## config.mk

```make
export PLATFORM = sky130hd
export DESIGN_NAME = smc_spi_ctrl
export DESIGN_NICKNAME = d
export VERILOG_FILES = /design/src/smc_pkg.sv /design/src/smc_rxq_if.sv /design/src/smc_spi_ctrl.sv /design/src/smc_rx_fifo.sv
export VERILOG_INCLUDE_DIRS = /design/src
export SDC_FILE = /design/constraint.sdc
export NUM_CORES = 1
export LEC_CHECK = 0
export BUFFER_PORTS_ARGS = -buffer_cell sky130_fd_sc_hd__buf_4
export CORE_AREA = 2 2 120 122
export CTS_BUF_LIST = sky130_fd_sc_hd__clkbuf_4
export DETAILED_ROUTE_END_ITERATION = 12
export DIE_AREA = 0 0 122 124
export PLACE_DENSITY = 0.76
export REMOVE_ABC_BUFFERS = 1
export SLEW_MARGIN = 20
export SYNTH_ARGS = -nofsm -noshare
export SYNTH_HDL_FRONTEND = slang
export SYNTH_SLANG_ARGS = --single-unit
```

## constraint.sdc

```tcl
create_clock -name i_clock -period 2.3 [get_ports i_clock]
set_input_delay 0 -clock i_clock [delete_from_list [all_inputs] [get_ports i_clock]]
set_output_delay 0 -clock i_clock [all_outputs]
set_load 0.01 [all_outputs]
```

## src/smc_regs.svh

```systemverilog
// Register offsets, field positions, reset values and timing counts
`ifndef SMC_REGS_SVH
`define SMC_REGS_SVH
`define SMC_CFG_OFS 8'h00
`define SMC_CTL_OFS 8'h04
`define SMC_TX_OFS 8'h08
`define SMC_RX_OFS 8'h0C
`define SMC_STS_OFS 8'h10
`define SMC_MSK_OFS 8'h14
`define SMC_CFG_RST 8'h10
`define SMC_CFG_WMASK 8'h3F
`define SMC_CTL_MS 0
`define SMC_CTL_CONT 1
`define SMC_CTL_PFS 2
`define SMC_CTL_EN 3
`define SMC_STS_EVT 0
`define SMC_STS_OVR 1
`define SMC_PIN_RST 4'h8
`define SMC_SYNC_SS_RST 3'h7
`define SMC_DIV_MIN 8
`define SMC_IDLE_BYTE 8'hFF
`define SMC_RESP_OK 2'h0
`define SMC_RESP_ERR 2'h2
`endif

```

## src/smc_pkg.sv

```systemverilog
// Shared types of the serial port block
`default_nettype none
package smc_pkg;
  typedef struct packed {
    logic [1:0] reserved;
    logic irq_source_select;
    logic auto_ss;
    logic ss_input_enable;
    logic rx_overwrite_enable;
    logic [1:0] sclk_rate_select;
  } smc_cfg_t;
  typedef enum logic [1:0] {
    ST_IDLE = 2'b00,
    ST_XFER = 2'b01,
    ST_GAP = 2'b10
  } smc_state_t;
  typedef enum logic [1:0] {
    PIN_SCLK = 2'b00,
    PIN_MOSI = 2'b01,
    PIN_MISO = 2'b10,
    PIN_SS = 2'b11
  } smc_pin_t;
endpackage
`default_nettype wire

```

## src/smc_rxq_if.sv

```systemverilog
// Receive queue link between controller and byte store
`timescale 1ns/1ps
`default_nettype none
interface smc_rxq_if;
  logic push;
  logic ovw;
  logic [7:0] wdata;
  logic pop;
  logic [7:0] head;
  logic full;
  logic empty;
  modport ctl (output push, ovw, wdata, pop, input head, full, empty);
  modport mem (input push, ovw, wdata, pop, output head, full, empty);
endinterface
`default_nettype wire

```

## src/smc_spi_ctrl.sv

```systemverilog
// Serial port mode, select and clock control with register slave
//
// Decided for this implementation: the AXI4-Lite slave port and the address map.
`timescale 1ns/1ps
`default_nettype none
`include "smc_regs.svh"
// Behaviour
// - Source select zero: interrupt on receive full
// - Source select one: interrupt on transmit empty
// - Master, auto select off: select held low
// - Master auto select: low per single byte
// - Continuous transfer keeps select low throughout
// - Slave with select enable obeys select pin
// - Overwrite off: new byte dropped when full
// - Overwrite on: new byte replaces unread byte
// - Clock rate codes divide core by 8..64
// - Shared pins, only selected function active
// - Receive read pops one queued byte
// - Mode bit zero slave, one master
module smc_spi_ctrl #(
  parameter int RX_DEPTH = 4
) (
  // Clock and reset
  input wire logic i_clock,
  input wire logic i_srst,
  // AXI4-Lite write
  input wire logic i_awvalid,
  output logic o_awready,
  input wire logic [7:0] i_awaddr,
  input wire logic i_wvalid,
  output logic o_wready,
  input wire logic [31:0] i_wdata,
  input wire logic [3:0] i_wstrb,
  output logic o_bvalid,
  input wire logic i_bready,
  output logic [1:0] o_bresp,
  // AXI4-Lite read
  input wire logic i_arvalid,
  output logic o_arready,
  input wire logic [7:0] i_araddr,
  output logic o_rvalid,
  input wire logic i_rready,
  output logic [31:0] o_rdata,
  output logic [1:0] o_rresp,
  // Serial clock pin
  input wire logic i_sclk,
  output logic o_sclk,
  output logic o_sclk_oe,
  // Data pins
  input wire logic i_mosi,
  output logic o_mosi,
  output logic o_mosi_oe,
  input wire logic i_miso,
  output logic o_miso,
  output logic o_miso_oe,
  // Select pin
  input wire logic i_ss_n,
  output logic o_ss_n,
  output logic o_ss_oe,
  // Interrupt
  output logic o_irq
);
  import smc_pkg::*;
  typedef struct packed {
    smc_cfg_t cfg;
    logic [3:0] ctl;
    logic [1:0] sts;
    logic [1:0] msk;
    logic irq;
    logic awrdy;
    logic wrdy;
    logic aw_hold;
    logic [7:0] aw_addr;
    logic w_hold;
    logic [7:0] w_byte;
    logic w_lane;
    logic bvalid;
    logic [1:0] bresp;
    logic arrdy;
    logic rvalid;
    logic [31:0] rdata;
    logic [1:0] rresp;
    logic [7:0] tx_hold;
    logic tx_full;
    logic [7:0] rx_hold;
    logic [3:0][2:0] sync;
    logic [3:0] pin;
    smc_state_t state;
    logic [5:0] div;
    logic [2:0] bits;
    logic [7:0] shreg;
    logic smp;
    logic loaded;
    logic sclk_o;
    logic shout;
    logic ss_n_o;
    logic sclk_oe;
    logic mosi_oe;
    logic miso_oe;
    logic ss_oe;
    logic push;
    logic [7:0] push_data;
    logic pop;
  } smc_top_st_t;
  smc_top_st_t r;
  smc_top_st_t n;
  logic [3:0] pin_in;
  logic act;
  logic mst;
  logic slv;
  logic sel;
  logic rise;
  logic fall;
  logic tx_evt;
  logic done_c;
  logic [1:0] clr;
  logic [5:0] half;
  smc_rxq_if rxq ();

  assign pin_in = {i_ss_n, i_miso, i_mosi, i_sclk};
  assign act = r.ctl[`SMC_CTL_EN] && !r.ctl[`SMC_CTL_PFS];
  assign mst = act && r.ctl[`SMC_CTL_MS];
  assign slv = act && !r.ctl[`SMC_CTL_MS];
  assign sel = !r.cfg.ss_input_enable || !r.pin[PIN_SS];
  assign half = 6'(`SMC_DIV_MIN / 2) << r.cfg.sclk_rate_select;

  always_comb
  begin
    n = r;
    n.push = 1'b0;
    n.pop = 1'b0;
    tx_evt = 1'b0;
    done_c = 1'b0;
    clr = 2'h0;
    // Three-stage pin filter
    for (int i = 0; i < 4; i++)
    begin
      n.sync[i] = {r.sync[i][1:0], pin_in[i]};
      if (r.sync[i][1] == r.sync[i][2])
      begin
        n.pin[i] = r.sync[i][2];
      end
    end
    rise = n.pin[PIN_SCLK] && !r.pin[PIN_SCLK];
    fall = !n.pin[PIN_SCLK] && r.pin[PIN_SCLK];
    // Register writes
    if (i_awvalid && r.awrdy)
    begin
      n.aw_hold = 1'b1;
      n.aw_addr = i_awaddr;
    end
    if (i_wvalid && r.wrdy)
    begin
      n.w_hold = 1'b1;
      n.w_byte = i_wdata[7:0];
      n.w_lane = i_wstrb[0];
    end
    if (r.bvalid && i_bready)
    begin
      n.bvalid = 1'b0;
    end
    if (r.aw_hold && r.w_hold && !r.bvalid)
    begin
      n.aw_hold = 1'b0;
      n.w_hold = 1'b0;
      n.bvalid = 1'b1;
      n.bresp = `SMC_RESP_OK;
      case (r.aw_addr)
        `SMC_CFG_OFS:
        begin
          if (r.w_lane)
          begin
            n.cfg = smc_cfg_t'(r.w_byte & `SMC_CFG_WMASK);
          end
        end
        `SMC_CTL_OFS:
        begin
          if (r.w_lane)
          begin
            n.ctl = r.w_byte[3:0];
          end
        end
        `SMC_TX_OFS:
        begin
          if (r.w_lane && !r.tx_full)
          begin
            n.tx_hold = r.w_byte;
            n.tx_full = 1'b1;
          end
        end
        `SMC_RX_OFS:
        begin
          n.bresp = `SMC_RESP_OK;
        end
        `SMC_STS_OFS:
        begin
          clr = r.w_lane ? r.w_byte[1:0] : 2'h0;
        end
        `SMC_MSK_OFS:
        begin
          if (r.w_lane)
          begin
            n.msk = r.w_byte[1:0];
          end
        end
        default:
        begin
          n.bresp = `SMC_RESP_ERR;
        end
      endcase
    end
    n.awrdy = !n.aw_hold && !n.bvalid;
    n.wrdy = !n.w_hold && !n.bvalid;
    // Register reads
    if (r.rvalid && i_rready)
    begin
      n.rvalid = 1'b0;
    end
    if (i_arvalid && r.arrdy)
    begin
      n.rvalid = 1'b1;
      n.rresp = `SMC_RESP_OK;
      n.rdata = 32'h0;
      case (i_araddr)
        `SMC_CFG_OFS:
        begin
          n.rdata[7:0] = r.cfg;
        end
        `SMC_CTL_OFS:
        begin
          n.rdata[3:0] = r.ctl;
        end
        `SMC_TX_OFS:
        begin
          n.rdata[0] = r.tx_full;
        end
        `SMC_RX_OFS:
        begin
          if (!rxq.empty)
          begin
            n.pop = 1'b1;
            n.rx_hold = rxq.head;
          end
          n.rdata[7:0] = n.rx_hold;
        end
        `SMC_STS_OFS:
        begin
          n.rdata[1:0] = r.sts;
        end
        `SMC_MSK_OFS:
        begin
          n.rdata[1:0] = r.msk;
        end
        default:
        begin
          n.rresp = `SMC_RESP_ERR;
        end
      endcase
    end
    n.arrdy = !n.rvalid;
    // Shift engine
    if (!act)
    begin
      n.state = ST_IDLE;
      n.bits = 3'h0;
      n.div = 6'h0;
      n.loaded = 1'b0;
      n.sclk_o = 1'b0;
    end
    else if (mst)
    begin
      n.loaded = 1'b0;
      case (r.state)
        ST_IDLE:
        begin
          if (r.tx_full)
          begin
            n.shreg = r.tx_hold;
            n.tx_full = 1'b0;
            tx_evt = 1'b1;
            n.state = ST_XFER;
            n.div = 6'h0;
            n.bits = 3'h0;
          end
        end
        ST_XFER:
        begin
          n.div = r.div + 6'h01;
          if (r.div == half - 6'h01)
          begin
            n.div = 6'h0;
            n.sclk_o = !r.sclk_o;
            if (!r.sclk_o)
            begin
              n.smp = n.pin[PIN_MISO];
            end
            else
            begin
              n.shreg = {r.shreg[6:0], r.smp};
              n.bits = r.bits + 3'h1;
              if (r.bits == 3'h7)
              begin
                done_c = 1'b1;
                n.push = 1'b1;
                n.push_data = {r.shreg[6:0], r.smp};
                if (r.ctl[`SMC_CTL_CONT] && r.tx_full)
                begin
                  n.shreg = r.tx_hold;
                  n.tx_full = 1'b0;
                  tx_evt = 1'b1;
                end
                else
                begin
                  n.state = ST_GAP;
                end
              end
            end
          end
        end
        ST_GAP:
        begin
          n.div = r.div + 6'h01;
          if (r.div == half - 6'h01)
          begin
            n.div = 6'h0;
            n.state = ST_IDLE;
          end
        end
        default:
        begin
          n.state = ST_IDLE;
        end
      endcase
    end
    else
    begin
      n.state = ST_IDLE;
      n.sclk_o = 1'b0;
      n.div = 6'h0;
      if (!sel)
      begin
        n.bits = 3'h0;
        n.loaded = 1'b0;
      end
      else
      begin
        if (!r.loaded)
        begin
          n.loaded = 1'b1;
          n.shreg = r.tx_full ? r.tx_hold : `SMC_IDLE_BYTE;
          n.tx_full = 1'b0;
          tx_evt = r.tx_full;
        end
        if (rise)
        begin
          n.smp = r.pin[PIN_MOSI];
        end
        if (fall)
        begin
          n.shreg = {r.shreg[6:0], r.smp};
          n.bits = r.bits + 3'h1;
          if (r.bits == 3'h7)
          begin
            n.push = 1'b1;
            n.push_data = {r.shreg[6:0], r.smp};
            n.loaded = 1'b0;
          end
        end
      end
    end
    // Pin drive
    n.shout = n.shreg[7];
    n.sclk_oe = mst;
    n.mosi_oe = mst;
    n.ss_oe = mst;
    n.miso_oe = slv && sel;
    n.ss_n_o = !(mst && (!r.cfg.auto_ss || n.state == ST_XFER));
    // Events and interrupt
    n.sts[`SMC_STS_EVT] = (r.sts[`SMC_STS_EVT] && !clr[`SMC_STS_EVT])
      || (r.cfg.irq_source_select ? tx_evt : n.push);
    n.sts[`SMC_STS_OVR] = (r.sts[`SMC_STS_OVR] && !clr[`SMC_STS_OVR])
      || (r.push && rxq.full && !rxq.pop);
    n.irq = |(n.sts & n.msk);
  end

  always_ff @(posedge i_clock)
  begin
    if (i_srst)
    begin
      r <= '0;
      r.cfg <= `SMC_CFG_RST;
      r.pin <= `SMC_PIN_RST;
      r.sync[PIN_SS] <= `SMC_SYNC_SS_RST;
      r.ss_n_o <= 1'b1;
    end
    else
    begin
      r <= n;
    end
  end

  assign rxq.push = r.push;
  assign rxq.wdata = r.push_data;
  assign rxq.ovw = r.cfg.rx_overwrite_enable;
  assign rxq.pop = r.pop;

  smc_rx_fifo #(
    .DEPTH(RX_DEPTH)
  ) u_rx_fifo (
    .i_clock(i_clock),
    .i_srst(i_srst),
    .q(rxq)
  );

  assign o_awready = r.awrdy;
  assign o_wready = r.wrdy;
  assign o_bvalid = r.bvalid;
  assign o_bresp = r.bresp;
  assign o_arready = r.arrdy;
  assign o_rvalid = r.rvalid;
  assign o_rdata = r.rdata;
  assign o_rresp = r.rresp;
  assign o_sclk = r.sclk_o;
  assign o_sclk_oe = r.sclk_oe;
  assign o_mosi = r.shout;
  assign o_mosi_oe = r.mosi_oe;
  assign o_miso = r.shout;
  assign o_miso_oe = r.miso_oe;
  assign o_ss_n = r.ss_n_o;
  assign o_ss_oe = r.ss_oe;
  assign o_irq = r.irq;
endmodule
`default_nettype wire

```

## src/smc_rx_fifo.sv

```systemverilog
// Receive byte store with registered head
`timescale 1ns/1ps
`default_nettype none
module smc_rx_fifo #(
  parameter int DEPTH = 4
) (
  // Clock and reset
  input wire logic i_clock,
  input wire logic i_srst,
  // Queue port
  smc_rxq_if.mem q
);
  import smc_pkg::*;
  localparam int AW = (DEPTH > 1) ? $clog2(DEPTH) : 1;
  localparam int CW = $clog2(DEPTH + 1);
  localparam logic [AW-1:0] LAST = AW'(DEPTH - 1);
  localparam logic [CW-1:0] FULLC = CW'(DEPTH);
  typedef struct packed {
    logic [DEPTH-1:0][7:0] mem;
    logic [AW-1:0] wp;
    logic [AW-1:0] rp;
    logic [CW-1:0] cnt;
    logic [7:0] head;
  } smc_fifo_st_t;
  smc_fifo_st_t r;
  smc_fifo_st_t n;
  logic do_pop;
  logic do_push;
  logic do_ovw;
  logic [AW-1:0] wprev;

  function automatic logic [AW-1:0] inc(input logic [AW-1:0] p);
    inc = (p == LAST) ? '0 : p + 1'b1;
  endfunction

  assign wprev = (r.wp == '0) ? LAST : r.wp - 1'b1;

  always_comb
  begin
    n = r;
    do_pop = q.pop && (r.cnt != '0);
    do_push = q.push && ((r.cnt != FULLC) || do_pop);
    do_ovw = q.push && !do_push && q.ovw;
    if (do_pop)
    begin
      n.rp = inc(r.rp);
    end
    if (do_push)
    begin
      n.mem[r.wp] = q.wdata;
      n.wp = inc(r.wp);
    end
    else if (do_ovw)
    begin
      n.mem[wprev] = q.wdata;
    end
    n.cnt = r.cnt + CW'(do_push) - CW'(do_pop);
    n.head = n.mem[n.rp];
  end

  always_ff @(posedge i_clock)
  begin
    if (i_srst)
    begin
      r <= '0;
    end
    else
    begin
      r <= n;
    end
  end

  assign q.head = r.head;
  assign q.full = (r.cnt == FULLC);
  assign q.empty = (r.cnt == '0);
endmodule
`default_nettype wire

```

==> impl_metrics.toml, run 1 <==
[route]
route.detailed.drc = 0
wirelength_microns = 17340
via_per_inst = 5.474
wl_met1_microns = 7821
drt_iter0_drc = 429
dr_wl_met3_microns = 930
top_layer = "met4"
drt_first_pass_iters = 5
dr_wl_met2_microns = 8235
via_count = 6405
post_drt_wl_per_cell_microns = 14.82
ant_nets = 0

[clocking]
clockRootBuffer = "clkbuf_4"
clock-sinks = 164
cts_buffer_depth = 2
clock_latency_ps = 560
clk_pin_slew_ps = 150
cts_tree = "yes"
cts_buffers = 17
htreeDepth = 4

[sta]
post-route-period-util_pct = 93.80
fin_setup_tns_ps = 0
clock.fmax_mhz = 463.5
fin_skew_ps = 19.33
hold_viol = 0
slew_viol_final = 0
timing.hold.ws_ps = 177.5
rsz0062_at_grt = "false"
period_minus_slack_ps = 2157
finalSetupViolations = 0

[synthesis]
yosysSeqAreaShare_pct = 43.92
postSynthCellCount = 845
netlist_area_sq_um = 7476
yosysWarnings = 0
ys_ff_latch = 164
synthDistinctLibCells = 74
async_reset_ff_share_pct = 0
synth.area.top_cells = "dfxtp_1, mux2i_1, nor2_1"
syn_avg_cell_area_sq_um = 8.847
yosysTopAreaCellShare_pct = 43.92
synth_edf_count = 0
synth.largest_area_cell = "dfxtp_1"
synth-main-ff-cell = "dfxtp_1"

[worst_setup_path]
cp.arrival_ps = 2670
timing.rr.end = "r[120]$_SDFFE_PP0P_"
cp-start-kind = "flop"
critPathMaxStageDelay_ps = 590
cpMaxStageDelayCell = "dlygate4sd3_1"
r2r_setup_slack_ps = 140
reg2regPathDepth = 5
crit_top_cell = "dlygate4sd3_1"
r2r_start = "o_awready$_SDFF_PP0_"
path_cells = "and2_2 > nand2_1 > dlygate4sd3_1 > a21oi_1 > dlygate4sd3_1"
crit_fanout = 10
path_class = "flop to flop"
cp.required_ps = 2820
worstSetupEndpointType = "flop"

[final_layout]
final_cell_mix = "dfxtp_1, nor2_1, buf_4"
drive_gt1_share_pct = 16.58
final_common_cell = "dfxtp_1"
finalNetCount = 1054
area_growth_pct = 22.49
stdcell_area_sq_um = 9158

[place]
place_hpwl_microns = 11580
placed_area_sq_um = 8051
place_congestion = 0.9034
port_buffers = 59

[power_and_ir_drop]
swShare_pct = 24.68
p_leak_uw = 0.003722
ir_drop_uv = 402.4
pwr-share-clk_pct = 36.4
p_int_uw = 3828
p_sw_uw = 1254
power.density_nw_per_um2 = 554.9
pwr-share-seq_pct = 57.2
combPwrFrac_pct = 6.4

[worst_hold_path]
hold_class = "input port to flop"
hold_start = "i_ss_n"
hold_end = "n[52]$_SDFF_PP1_"
hold_depth = 3

[run_status]
outcome = "finished, final reports clean"

[floorplan]
die_y_microns = 124
core_sq_um = 13720
initial_utilization_pct = 54.49
io_pins = 113
rows = 43
die_x_microns = 122
die_area_sq_um = 15130

[run]
cap_violations = 0

[global_route]
grtUsageTotal_pct = 23.83
overflow = 0
grt_pass1_wl_microns = 28590
grt_start_max_net_pins = 69
grt_pass1_vias = 6047
antenna_found_initial = 1
==> registers in the layout (all words and copies together), names as in the netlist, 8 cells and up <==
register          flops
n                     8
o_rdata               8
r                    78
rxq.wdata             8
u_rx_fifo.q.head      8
u_rx_fifo.r          39
==> per-layer routing <==
metal / vias to the layer above / global-route usage [%]
li1: 3170 / -
met1: 2993 / 31.04
met2: 209 / 39.49
met3: 33 / 4.075
met4: 0 / 9.483
met5: - / 0
==> power groups by stage <==
stage / logic (uW) / registers (uW) / clock network (uW)
2_1_floorplan: 90.0 / 2960 / 0
6_report: 325 / 2910 / 1850
5_1_grt: 354 / 2910 / 2020
3_3_place_gp: 224 / 2960 / 0
3_5_place_dp: 227 / 2970 / 0
4_1_cts: 313 / 2900 / 1890
==> layout make-up <==
type / count / area (sq um)
antenna: 1 / 2.502
clock buffer: 17 / 127.6
clock inverter: 15 / 193.9
fill: 1101 / 4562
inverter: 17 / 63.81
multi-input combinational: 609 / 3810
sequential: 164 / 3286
tap: 180 / 225.2
timing repair buffer: 167 / 1449
==> critical path: cells and delay by family, from the launching register on <==
| kind | cells | cell delay, ps |
|---|---|---|
| buffers and inverters | 2 | 1160 |
| AND/OR/NAND/NOR | 2 | 360 |
| flip-flops | 1 | 390 |
| AO/OA/AOI/OAI | 1 | 210 |
==> stage by stage <==
stage          power (uW)  instances  util, %  setup slack (ps)
3_5_place_dp         3193       1063    58.69             189.2
2_1_floorplan        3053        790        -            -862.3
4_1_cts              5109       1167    66.28             111.4
5_1_grt              5281       1170    66.75             19.07
6_report             5082       1170    66.75             142.5
3_3_place_gp         3188       1063    58.69             212.4
==> worst max-delay path by stage <==
stage | startpoint | endpoint | slack, ps | cells past startpoint
after floorplan | u_rx_fifo.r[9]$_SDFF_PP0_ | u_rx_fifo.q.head[0]$_SDFF_PP0_ | -860 | 6
after global placement | u_rx_fifo.r[9]$_SDFF_PP0_ | u_rx_fifo.q.head[2]$_SDFF_PP0_ | 210 | 7
after detailed placement | u_rx_fifo.r[10]$_SDFF_PP0_ | u_rx_fifo.r[10]$_SDFF_PP0_ | 190 | 10
after CTS | i_araddr[5] | r[60]$_SDFFE_PP0P_ | 110 | 8
after global routing | u_rx_fifo.r[13]$_SDFFE_PP0P_ | u_rx_fifo.q.head[3]$_SDFF_PP0_ | 20 | 8
final | o_awready$_SDFF_PP0_ | r[120]$_SDFFE_PP0P_ | 140 | 5
==> cells by family (layout without fill, tap and decap cells) <==
group,count (synthesis),in the layout,synth area share [%]
muxes,79,79,10.86
buffers and inverters,97,216,7.013
adders and majority gates,15,15,2.611
and+or+nand+nor,318,318,20.07
xor gates and xnor gates,4,4,0.4687
DFF,164,164,43.92
other,1,27,0.05016
AOI/OAI and AO/OA,167,167,15.01
==> timing repair <==
action | 4_1_cts | 5_1_grt
hold endpoints to repair | 64 | 0
resized for setup | 0 | 14
buffers inserted | 0 | 2
hold buffers | 72 | 0
endpoints found under the setup margin | 0 | 28
==> cell usage after synthesis, drive strengths merged, types with 4 or more instances <==
library cell  number
dfxtp            164
nor2             124
nand2             91
mux2i             74
a21oi             57
buf               49
clkbuf            31
o21ai             26
a22oi             18
inv               17
nor2b             16
a211oi            14
ha                14
nor3              14
nand3             12
o22ai             12
nand2b             9
or3                9
and2               8
or2                8
nor4               6
o221ai             5
mux2               4
nand3b             4
nand4              4
o221a              4
Power figures use the tool's default switching activity.
==> run 2, diff against run 1 <==
--- a/config.mk
+++ b/config.mk
@@ -7,11 +7,12 @@
 export NUM_CORES = 1
 export LEC_CHECK = 0
 export BUFFER_PORTS_ARGS = -buffer_cell sky130_fd_sc_hd__buf_4
-export CORE_AREA = 2 2 120 122
+export CORE_AREA = 2 2 138 106
 export CTS_BUF_LIST = sky130_fd_sc_hd__clkbuf_4
 export DETAILED_ROUTE_END_ITERATION = 12
-export DIE_AREA = 0 0 122 124
-export PLACE_DENSITY = 0.76
+export DIE_AREA = 0 0 140 108
+export GPL_TIMING_DRIVEN = 0
+export PLACE_DENSITY = 0.77
 export REMOVE_ABC_BUFFERS = 1
 export SLEW_MARGIN = 20
 export SYNTH_ARGS = -nofsm -noshare
==> run 2 against run 1 <==
  * The flow now finishes with violations (design-rule violations, negative hold slack)
  * Final cell count fell by 1.2%
  * Setup slack got worse by 93 ps
  * Worst hold slack got worse by 200 ps
  * Power fell by 4.1%
  * Critical path depth rose by 1
  * Critical endpoint is now o_irq$_SDFF_PP0_
  * Largest cell class unchanged
==> impl_metrics.toml, run 2 (synthesized netlist as in run 1, its figures left out) <==
[worst_setup_path]
cp.arrival_ps = 2640
reg2regPathDepth = 6
crit_fanout = 4
critPathMaxStageDelay_ps = 630
path_depth = 6
cp.required_ps = 2690
cp-start-kind = "flop"
critical_path.top_delay_family = "simple AND/OR/NAND/NOR gates"
worstSetupEndpointType = "flop"
path_class = "flop to flop"
cp_num_buf_inv = 0
path_cells = "or4_4 > nor4_1 > mux2i_1 > nor2_1 > nand2b_1 > o31ai_1"
cpMaxStageDelayCell = "nor4_1"

[final_layout]
register_area_sq_um = 3288
top_regs = "r (78), u_rx_fifo.r (39)"
antenna_cells = 0
area_growth_pct = 22.95
final_cell_mix = "dfxtp_1, nor2_1, nand2_1"
instances_no_fill = 1156
stdcell_area_sq_um = 9191
final_common_cell = "dfxtp_1"
largest_register_ffs = 78
drive_gt1_share_pct = 17.33
top_register = "r"
nFillCells = 1058
finalNetCount = 1047
multi_input_area_sq_um = 3958

[route]
via_count = 6522
route.detailed.drc = 8
drt_first_pass_iters = 9
via_per_inst = 5.642
wirelength_microns = 18410
drt_iter0_drc = 617
post_drt_wl_per_cell_microns = 15.93
ant_nets = 0

[clocking]
cts_buffers = 17
clock_latency_ps = 560
clockRootBuffer = "clkbuf_4"
cts_tree = "yes"
cts_buffer_depth = 2
clock-sinks = 164
htreeDepth = 4
clk_pin_slew_ps = 140

[sta]
rsz0062_at_grt = "false"
post-route-period-util_pct = 97.83
fin_skew_ps = 20.94
timing.hold.ws_ps = -19.37
finalSetupViolations = 0
period_minus_slack_ps = 2250
clock.fmax_mhz = 444.4
fin_setup_tns_ps = 0
slew_viol_final = 0
relSlewSlack_pct = 28.60
worstMarginPinSlew_ps = 1071
hold_viol = 1

[place]
placed_area_sq_um = 7810
port_buffers = 59
dp_cells = 1026
place_congestion = 0.8314
place_hpwl_microns = 11110

[floorplan]
die_area_sq_um = 15120
io_pins = 113
rows = 37
die_y_microns = 108
die_x_microns = 140
initial_utilization_pct = 54.74
core_sq_um = 13660

[power_and_ir_drop]
p_int_uw = 3679
pwr-share-clk_pct = 34.0
power.density_nw_per_um2 = 530.4
ir_drop_uv = 310.0
p_leak_uw = 0.003677
swShare_pct = 24.53
p_sw_uw = 1196
combPwrFrac_pct = 6.4
pwr-share-seq_pct = 59.7

[global_route]
overflow = 0
grtUsageTotal_pct = 24.11
grt_start_max_net_pins = 149
antenna_found_initial = 0
grt_pass1_wl_microns = 29120
grt_pass1_vias = 5814

[run]
cap_violations = 0

[run_status]
outcome = "complete, but fails checks"
violations = "design-rule violations, negative hold slack"

[worst_hold_path]
hold_depth = 2
hold_class = "input port to flop"
run 2: layer usage:
layer	up-vias	global-route usage, %	part of all wire, %
li1	3147	-	-
met1	3101	34.62	47
met2	244	37.33	44
met3	30	4.429	7.5
met4	0	7.215	1.5
met5	-	0	0
run 2: final timing paths:
path                                           from                   to  slack [ps]
worst max-delay path            r[120]$_SDFFE_PP0P_     o_irq$_SDFF_PP0_          50
worst min register to register     n[52]$_SDFF_PP1_     n[53]$_SDFF_PP1_         430
worst min-delay path                         i_srst  o_bvalid$_SDFF_PP0_         -20
worst max register to register  r[120]$_SDFFE_PP0P_     o_irq$_SDFF_PP0_          50
run 2: final cells by class:
class                   count  share of cell area, %
clock buffers              18                  1.470
flip-flops and latches    164                  35.77
inverters                  17                 0.6943
multi-input cells         609                  43.06
clock inverters            13                  1.457
repair buffers            160                  15.16
well taps                 175                  2.382
run 2: through the flow:
| step | power, uW | util (%) | setup WS (ps) |
|---|---|---|---|
| 2_1_floorplan | 3053 | - | -862.3 |
| 3_3_place_gp | 3175 | 56.90 | -1855 |
| 3_5_place_dp | 3179 | 57.19 | -786.4 |
| 4_1_cts | 4868 | 65.77 | -4.275 |
| 5_1_grt | 5046 | 67.30 | 1.700 |
| 6_report | 4875 | 67.30 | 49.92 |
run 2: what timing repair did:
action	in CTS	in global routing
setup endpoints to repair	45	54
resized for setup	21	22
pin swaps	2	7
hold buffers	72	2
setup buffers	10	16
endpoints found under the hold margin	37	2
run 2: power by group through the flow:
stage | clock network [uW] | registers (uW) | logic [uW]
global placement | 0 | 2970 | 207
global route | 1800 | 2910 | 336
CTS | 1670 | 2910 | 293
detailed placement | 0 | 2970 | 210
floorplan | 0 | 2960 | 90.0
finish | 1660 | 2910 | 310
